--- config.mk ---
export PLATFORM = sky130hd
export DESIGN_NAME = mcu_alu_return_subset
export DESIGN_NICKNAME = d
export VERILOG_FILES = /design/src/mcu_alu_pkg.sv /design/src/mcu_alu_return_subset.sv
export VERILOG_INCLUDE_DIRS = /design/src
export SDC_FILE = /design/constraint.sdc
export NUM_CORES = 2
export LEC_CHECK = 0
export BUFFER_PORTS_ARGS = -buffer_cell sky130_fd_sc_hd__buf_2
export CAP_MARGIN = 15
export CORE_ASPECT_RATIO = 2
export CORE_MARGIN = 4
export CORE_UTILIZATION = 35
export CTS_BUF_LIST = sky130_fd_sc_hd__clkbuf_4 sky130_fd_sc_hd__clkbuf_8
export DETAILED_ROUTE_END_ITERATION = 10
export HOLD_SLACK_MARGIN = 0.08
export PLACE_DENSITY = 0.6
export SKIP_LAST_GASP = 1
export SLEW_MARGIN = 10
export SYNTH_ARGS = -nofsm -noshare
export SYNTH_HDL_FRONTEND = slang
export SYNTH_SLANG_ARGS = --single-unit
--- constraint.sdc ---
create_clock -name i_clk_sys -period 5.8 [get_ports i_clk_sys]
set_clock_uncertainty 0.1 [all_clocks]
set_input_delay 0.87 -clock i_clk_sys [delete_from_list [all_inputs] [get_ports i_clk_sys]]
set_output_delay 0.87 -clock i_clk_sys [all_outputs]
set_load 0.1 [all_outputs]
--- src/mcu_alu_return_subset_consts.svh ---
`ifndef MCU_ALU_RETURN_SUBSET_CONSTS_SVH
`define MCU_ALU_RETURN_SUBSET_CONSTS_SVH

// Cycles from issue of subroutine_exit until the next issue
`define ARS_RET_CYCLES 2

// Destination select encoding
`define ARS_DEST_ACC 1'b0
`define ARS_DEST_FILE 1'b1

// Field positions
`define ARS_DATA_MSB 7
`define ARS_NIB_HI_LSB 4
`define ARS_NIB_LO_MSB 3

// Reset values
`define ARS_ACC_RST 8'h00
`define ARS_FLAG_RST 1'b0
`define ARS_FILE_RST 8'h00

`endif

--- src/mcu_alu_pkg.sv ---
package mcu_alu_pkg;

   typedef enum logic [2:0] {
      OP_SUBROUTINE_EXIT = 3'h0,
      OP_LITERAL_MINUS_ACC = 3'h1,
      OP_FILE_MINUS_ACC = 3'h2,
      OP_ROTATE_RIGHT_CARRY = 3'h3,
      OP_NIBBLE_EXCHANGE = 3'h4,
      OP_FILE_XOR_ACC = 3'h5,
      OP_LITERAL_XOR_ACC = 3'h6,
      OP_NONE = 3'h7
   } op_t;

   typedef enum logic [1:0] {
      ST_IDLE = 2'h1,
      ST_RET_WAIT = 2'h2
   } state_t;

endpackage

--- src/mcu_alu_return_subset.sv ---
// Contract
// - Subroutine exit pops the stack into the PC; flags untouched.
// - Subroutine exit takes two instruction cycles before the next issue.
// - Literal minus accumulator into accumulator; carry, digit carry, zero.
// - File minus accumulator to destination; carry, digit carry, zero.
// - Rotate file right through carry to destination; only carry changes.
// - Destination bit 0 writes accumulator, 1 writes the file register.
// - Nibble exchange swaps file nibbles to destination; no flag changes.
// - File xor accumulator to destination; only zero flag changes.
// - Literal xor accumulator into accumulator; only zero flag changes.
// - File addresses are 7 bits wide, literals are 8 bits wide.
`timescale 1ns/1ps
`include "mcu_alu_return_subset_consts.svh"

module mcu_alu_return_subset #(
   parameter int FADDR_W = 7,
   parameter int PC_W = 13,
   parameter int STACK_DEPTH = 8,
   parameter int SP_W = 3
) (
   // Clock and reset
   input wire logic i_clk_sys,
   input wire logic i_srst,
   // Instruction issue
   input wire logic i_issue,
   input wire mcu_alu_pkg::op_t i_op,
   input wire logic [7:0] i_literal,
   input wire logic [FADDR_W-1:0] i_faddr,
   input wire logic i_dest,
   output logic o_ready,
   output logic o_done,
   // Subroutine entry, pushes a return address
   input wire logic i_call,
   input wire logic [PC_W-1:0] i_call_target,
   input wire logic [PC_W-1:0] i_call_return,
   // Preload of accumulator and file registers
   input wire logic i_acc_wr,
   input wire logic [7:0] i_acc_wdata,
   input wire logic i_file_wr,
   input wire logic [FADDR_W-1:0] i_file_waddr,
   input wire logic [7:0] i_file_wdata,
   // File register inspection, one cycle latency
   input wire logic [FADDR_W-1:0] i_peek_addr,
   output logic [7:0] o_peek_data,
   // Architectural state
   output logic [7:0] o_acc,
   output logic o_carry,
   output logic o_digit_carry_flag,
   output logic o_zero,
   output logic [PC_W-1:0] o_pc,
   output logic [SP_W-1:0] o_stack_ptr
);

   localparam int NREG = 2 ** FADDR_W;

   typedef struct packed {
      mcu_alu_pkg::state_t st;
      logic [1:0] wait_cnt;
      logic [PC_W-1:0] pc;
      logic [SP_W-1:0] sp;
      logic [STACK_DEPTH-1:0][PC_W-1:0] stack;
      logic [NREG-1:0][7:0] regs;
      logic [7:0] acc;
      logic carry;
      logic dcarry;
      logic zero;
      logic done;
      logic [7:0] peek;
   } core_t;

   core_t q;
   core_t d;

   // Returns {carry, digit carry, result} for a - b
   function automatic logic [9:0] sub8(input logic [7:0] a,
                                       input logic [7:0] b);
      logic [8:0] full;
      logic [4:0] nib;
      full = {1'b0, a} + {1'b0, ~b} + 9'h001;
      nib = {1'b0, a[`ARS_NIB_LO_MSB:0]} +
            {1'b0, ~b[`ARS_NIB_LO_MSB:0]} + 5'h01;
      return {full[8], nib[4], full[7:0]};
   endfunction

   function automatic logic is_zero(input logic [7:0] v);
      return v == 8'h00;
   endfunction

   logic [7:0] fval;
   logic [7:0] res;
   logic [9:0] sres;
   logic wr_res;
   logic dest_sel;

   always_comb begin
      d = q;
      d.done = 1'b0;
      fval = 8'h00;
      res = 8'h00;
      sres = 10'h000;
      wr_res = 1'b0;
      dest_sel = `ARS_DEST_ACC;
      o_ready = (q.st == mcu_alu_pkg::ST_IDLE);

      // Preloads land first, so an instruction result wins
      if (i_acc_wr) begin
         d.acc = i_acc_wdata;
      end
      if (i_file_wr) begin
         d.regs[i_file_waddr] = i_file_wdata;
      end

      fval = q.regs[i_faddr];

      case (q.st)
         mcu_alu_pkg::ST_IDLE: begin
            if (i_issue) begin
               d.done = 1'b1;
               d.pc = q.pc + PC_W'(1);
               case (i_op)
                  mcu_alu_pkg::OP_SUBROUTINE_EXIT: begin
                     d.sp = q.sp - SP_W'(1);
                     d.pc = q.stack[q.sp - SP_W'(1)];
                     d.done = 1'b0;
                     d.st = mcu_alu_pkg::ST_RET_WAIT;
                     d.wait_cnt = 2'(`ARS_RET_CYCLES - 1);
                  end
                  mcu_alu_pkg::OP_LITERAL_MINUS_ACC: begin
                     sres = sub8(i_literal, q.acc);
                     res = sres[7:0];
                     wr_res = 1'b1;
                     dest_sel = `ARS_DEST_ACC;
                     d.carry = sres[9];
                     d.dcarry = sres[8];
                     d.zero = is_zero(res);
                  end
                  mcu_alu_pkg::OP_FILE_MINUS_ACC: begin
                     sres = sub8(fval, q.acc);
                     res = sres[7:0];
                     wr_res = 1'b1;
                     dest_sel = i_dest;
                     d.carry = sres[9];
                     d.dcarry = sres[8];
                     d.zero = is_zero(res);
                  end
                  mcu_alu_pkg::OP_ROTATE_RIGHT_CARRY: begin
                     res = {q.carry, fval[`ARS_DATA_MSB:1]};
                     wr_res = 1'b1;
                     dest_sel = i_dest;
                     d.carry = fval[0];
                  end
                  mcu_alu_pkg::OP_NIBBLE_EXCHANGE: begin
                     res = {fval[`ARS_NIB_LO_MSB:0],
                            fval[`ARS_DATA_MSB:`ARS_NIB_HI_LSB]};
                     wr_res = 1'b1;
                     dest_sel = i_dest;
                  end
                  mcu_alu_pkg::OP_FILE_XOR_ACC: begin
                     res = q.acc ^ fval;
                     wr_res = 1'b1;
                     dest_sel = i_dest;
                     d.zero = is_zero(res);
                  end
                  mcu_alu_pkg::OP_LITERAL_XOR_ACC: begin
                     res = q.acc ^ i_literal;
                     wr_res = 1'b1;
                     dest_sel = `ARS_DEST_ACC;
                     d.zero = is_zero(res);
                  end
                  default: begin
                     d.done = 1'b1;
                  end
               endcase
            end else if (i_call) begin
               // Stack wraps when overfilled, oldest entry lost
               d.stack[q.sp] = i_call_return;
               d.sp = q.sp + SP_W'(1);
               d.pc = i_call_target;
            end
         end
         mcu_alu_pkg::ST_RET_WAIT: begin
            if (q.wait_cnt <= 2'h1) begin
               d.st = mcu_alu_pkg::ST_IDLE;
               d.done = 1'b1;
            end else begin
               d.wait_cnt = q.wait_cnt - 2'h1;
            end
         end
         default: begin
            d.st = mcu_alu_pkg::ST_IDLE;
         end
      endcase

      if (wr_res) begin
         if (dest_sel == `ARS_DEST_FILE) begin
            d.regs[i_faddr] = res;
         end else begin
            d.acc = res;
         end
      end

      d.peek = q.regs[i_peek_addr];

      if (i_srst) begin
         d = '0;
         d.st = mcu_alu_pkg::ST_IDLE;
         d.acc = `ARS_ACC_RST;
         d.carry = `ARS_FLAG_RST;
         d.dcarry = `ARS_FLAG_RST;
         d.zero = `ARS_FLAG_RST;
         for (int i = 0; i < NREG; i++) begin
            d.regs[i] = `ARS_FILE_RST;
         end
      end
   end

   always_ff @(posedge i_clk_sys) begin
      q <= d;
   end

   assign o_done = q.done;
   assign o_peek_data = q.peek;
   assign o_acc = q.acc;
   assign o_carry = q.carry;
   assign o_digit_carry_flag = q.dcarry;
   assign o_zero = q.zero;
   assign o_pc = q.pc;
   assign o_stack_ptr = q.sp;

endmodule // mcu_alu_return_subset

======== Word level (Yosys, flattened, before mapping) ========
Index checks and enable logic that the tools add are counted.
operators by class
  div/mod/pow operators ................... 0
  multipliers ............................. 0
  reduce and logical (&&, ||, !) cells .... 23
  shift-type cells ........................ 0
  mux-type cells .......................... 44
  magnitude comparators ................... 9
  bitwise gates (word level) .............. 5
  eq/ne operators ......................... 13
  $add $sub $neg .......................... 12
operators with widths
  operator               number
  $bwmux 1024            2
  $mux 1024              2
  $mux 1032              1
  $mux 120               1
  $bmux 8 s7             2
  $demux 8 s7            2
  $bwmux 104             1
  $mux 8                 8
  $pmux 8 s6             1
  $bmux 13 s3            1
  $demux 13 s3           1
  $logic_not 8->1        4
  $mux 13                2
  $lt 7x8->1 const B     3
  $mux 20                1
  $add 8x8->9            2
  $add 9x1->9 const B    2
  $reduce_and 3->1       6
  $mux 16                1
  $xor 8x8->8            2
  $ge 7x1->1 const B     2
  $add 13x1->13 const B  1
  $add 4x4->5            2
  $add 5x1->5 const B    2
  32 further kinds       54
storage, ports and cells
  latch bits .............................. 0
  bits in writable memories ............... 0
  input bits .............................. 81
  memories kept ........................... 0
  bits in read-only memories .............. 0
  output and inout port bits .............. 37
  logic and storage cells ................. 252
  register bits after elaboration ......... 1168

======== Logic depth before layout (Yosys ltp) ========
  depth in word-level cells ............... 10
  mapped depth ............................ 26
  depth with buffers taken out ............ 20

======== Least setup slack after synthesis ========
No wires, ideal clock.
  path kind ............................... input -> register
  start ................................... in i_faddr[0]
  end ..................................... reg q[154] (netlist bit)
  setup time .............................. 0.137 ns
  arrival time ............................ 4.934 ns
  path slack .............................. 0.629 ns
  path buffers ............................ 6
  data required time ...................... 5.563 ns
  stages on the path ...................... 23
  path through ............................ buf_4 buf_6 buf_4 buf_2 mux4_2 mux2i_1 o22ai_1 a21oi_1 a31oi_1 inv_1 ha_1 inv_1 fa_1 a21o_1 a21oi_1 o21bai_1 a21oi_1 xor2_1 o21ai_1 a211oi_2 buf_2 buf_2 a211oi_1
on the way
  longest elaborated chain between the ends .. 10
  elaborated cells between the ends (all ways) .. 16
  classes of those cells .................. add/sub: 2; order compare: 2; mux: 10; bitwise: 1; reduce/logical: 1
ends and longest elaborated chain
  element                       RTL line                      source
  start, declared               mcu_alu_return_subset.sv:28   input wire logic [FADDR_W-1:0] i_faddr,
  $bmux 8 s7                    mcu_alu_return_subset.sv:113  fval = q.regs[i_faddr];
  $mux 8 (implied by the code)  mcu_alu_return_subset.sv:113
  $add 8x8->9                   mcu_alu_return_subset.sv:79   full = {1'b0, a} + {1'b0, ~b} + 9'h001;
  $add 9x1->9                   mcu_alu_return_subset.sv:79
  $pmux 8 s6                    mcu_alu_return_subset.sv:120  case (i_op)
  $mux 8                        mcu_alu_return_subset.sv:117  if (i_issue) begin
  $mux 8                        mcu_alu_return_subset.sv:115  case (q.st)
  $bwmux 1024 (*)               mcu_alu_return_subset.sv:196  d.regs[i_faddr] = res;
  $mux 1024 (*)                 mcu_alu_return_subset.sv:195  if (dest_sel == `ARS_DEST_FILE) begin
  $mux 1032 (*)                 mcu_alu_return_subset.sv:194  if (wr_res) begin
  end signal, assigned          mcu_alu_return_subset.sv:218  q <= d;
  end, declared                 mcu_alu_return_subset.sv:71   core_t q;
Mark *: on every way between the ends. The rest lies on a longest branch, timed or not. The select of a mux whose other input is x is not followed.
A chain may end at the register's enable or synchronous reset.

======== Final worst setup path ========
  start ................................... in i_faddr[2]
  end ..................................... reg q[202] (netlist bit)
Same word-level chain as after synthesis.

==> flow_summary.ini <==
[status]
status = finished, final reports clean

[logic_synthesis]
synth_top_area_frac = 0.324
ys_warn_count = 0
ys_ff_latch = 1168
seq_area_frac_synth = 0.324
syn_nets = 7615
synthCells = 7505
synthFlopType = dfxtp_1
yosysUniqueCellTypes = 81
synthArstFlopShare = 0
synth.cell_area_mm2 = 0.0722
synth.avg_cell_area_um2 = 9.61
synth_area_leaders = dfxtp_1, a211oi_1, mux4_2, mux2_2, nor2_1
synth_largest_area_cell = dfxtp_1
synth-edff-count = 0

[timing]
maxSlewHeadroom = 0.108
worst_slack_ns = 0.0277
final.period_utilization = 0.995
maxSlewViolCount = 0
final.min_clock_period_ns = 5.77
finalSetupViolCount = 0
tightest_slew_ns = 1.34
max_clock_freq_mhz = 173
rsz0062_at_grt = no
hold_viol = 0

[cts]
post_cts_buffers = 0
cts_buffers = 191
htree_levels = 4
clk_path_buf_depth = 4
cts_tree = built
clkSinkCount = 1168
clk_latency_ns = 1.02
clk_pin_slew_ns = 0.07
clock-root-buffer = clkbuf_8

[detailed_routing]
routed-via-count = 72500
wl_per_cell_um = 37.5
routedLengthMet1_mm = 122
first_iter_violations = 9989
routed_wirelength_mm = 396
ant_nets = 0
wl_met2_mm = 181
drc = 0
met3_length_mm = 39.7
routed.top_layer = met5
drt_first_pass_iters = 7
viasPerCell = 6.87

[worst_setup_path]
slowest_delay_ns = 0.97
path_buf_inv = 9
critPathArrivalTime_ns = 6.42
crit_fanout = 29
crit_slowest_cell = o2111ai_1
worstSetupEndpointType = flop
start_kind = input port
crit_family = compound AO/OA/AOI/OAI gates
ff2ff_setup_slack_ns = 0.43
required_ns = 6.45
cp_common_cell = buf_4
path_cells = buf_8 -> clkinv_1 -> buf_4 -> buf_4 -> a221oi_1 -> nor2_1 -> o2111ai_1 -> buf_4 -> nand3_1 -> or4b_4 -> ha_1 -> inv_1 -> o21bai_1 -> a21oi_1 -> buf_4 -> xor2_1 -> o21ai_1 -> a211oi_4 -> buf_12 -> buf_12 -> a211oi_1
crit_type = in2reg

[job]
maxCapViolCount = 0

[global_routing]
gr-usage-all-layers = 0.358
grt_pass1_wl_mm = 549
overflow = 0
grt_pass1_vias = 69500
antenna_found_initial = 54
grt_start_max_net_pins = 199

[finish]
nNetsFinal = 7766
area_growth_pct = 15.9
drive_gt1_frac = 0.290
finalNonFillerCells = 10600
finalCoreUtilization = 0.408

[power]
leakagePower_nw = 29.6
power_density_mw_per_mm2 = 239
total_power_w = 0.0200
ir_worst_vdd_uv = 167

[place]
place_inst = 10200
hpwl_mm = 276
port_buffers = 117
dp_slack_ns = -0.515
gp_congestion = 1.09

[floorplanning]
core-area_mm2 = 0.205
die_w_um = 329
rows = 235
start_util = 0.352
io_pins = 118
dieArea_mm2 = 0.214
dieHeight_um = 650

[hold_path]
hp-class = in2reg
-- cell usage after synthesis (84+ instances only) --
master / count
a21oi_1: 150
nor2b_1: 416
mux2_2: 467
mux4_2: 447
buf_4: 84
a221oi_1: 105
and3_1: 165
a211oi_1: 1534
nor2_1: 787
nand2_1: 367
clkbuf_1: 618
buf_2: 121
mux2i_1: 201
a211oi_2: 103
dfxtp_1: 1168
-- per-layer routing --
layer,up-vias,global-route usage
met5,-,0.000458
met4,32,0.364
met3,2242,0.111
met2,5718,0.577
met1,35300,0.356
li1,29200,-
-- final timing paths --
check	endpoint	from	depth (start not counted)
worst min-delay path	flop	i_call_return[5]	3
worst max-delay path	q[202]	i_faddr[2]	21
worst min register to register	flop	flop	2
worst max register to register	q[202]	q[356]	23
-- metrics by stage --
| step | cell area [um^2] | setup TNS [ns] | hold WS [ns] |
|---|---|---|---|
| CTS | 83500 | 0 | 0.0847 |
| detailed placement | 79200 | -258.21 | 0.345 |
| finish | 83600 | 0 | 0.129 |
| floorplan | 72200 | 0 | 0.333 |
| global route | 83600 | 0 | 0.134 |
| global placement | 79200 | -285.65 | 0.338 |
-- layout by cell type (no fill, tap or decap), types with 14 or more instances in the layout --
cell type	instances
a221oi_1	105
ha_1	27
inv_1	30
nand2_1	367
o221ai_1	23
nand3_1	43
buf_12	109
a311oi_1	14
nor3_1	21
a31oi_1	19
and3_1	165
o22ai_1	33
nor2b_1	408
nor3_2	18
mux2i_1	200
mux4_2	447
nand2b_1	21
clkinv_2	21
mux2_2	467
buf_2	102
a221o_1	18
diode_2	39
buf_4	628
a211oi_2	100
dfxtp_1	1167
clkbuf_4	50
clkbuf_8	252
and2_1	70
nor2_1	777
a211oi_1	1534
a21oi_1	148
nand4_1	15
a22oi_1	66
o21ai_0	80
-- report_power, final --
group          internal, W  switching (W)  total (W)
sequential         0.00807      0.0000543    0.00813
combinational      0.00109        0.00250    0.00358
clock              0.00444        0.00381    0.00825
-- timing repair --
| action | 4_1_cts | 5_1_grt |
|---|---|---|
| setup endpoints to repair | 0 | 46 |
| hold endpoints to repair | 30 | 0 |
| resized for setup | 0 | 2 |
| hold buffers | 12 | 0 |
-- worst reg2reg max path, delay by kind of cell, from the launching register on --
| kind | cells | cell delay, ns |
|---|---|---|
| buffers and inverters | 8 | 1.31 |
| multiplexers | 2 | 0.86 |
| flip-flops | 1 | 0.35 |
| adder cells (fa/ha/maj) | 2 | 0.57 |
| AO/OA/AOI/OAI | 10 | 1.73 |
| XOR/XNOR | 1 | 0.21 |
-- logic make-up after synthesis --
kind of cell             after synthesis  synth area share
adder cells (fa/ha/maj)               29           0.00524
AND/OR/NAND/NOR                     1966             0.130
flip-flops                          1168             0.324
multiplexers                        1120             0.241
XOR/XNOR                              17           0.00206
AO/OA/AOI/OAI                       2268             0.239
buffers and inverters                937            0.0586
-- state kept, by name (all words and copies together), names as in the netlist, named ones only --
| signal | count |
|---|---|
| o_acc | 8 |
| o_carry | 1 |
| o_digit_carry_flag | 1 |
| o_done | 1 |
| o_pc | 13 |
| o_peek_data | 8 |
| o_stack_ptr | 3 |
| o_zero | 1 |
| q | 1028 |
-- final cells by class --
cell class	count	area, um^2
antenna	39	97.6
clock buffer	301	3830
clock inverter	31	323
fill	20000	121000
inverter	35	133
multi-input combinational	5400	44800
sequential	1168	23400
tap	2725	3410
timing repair buffer	860	7650
Power figures use the tool's default switching activity.
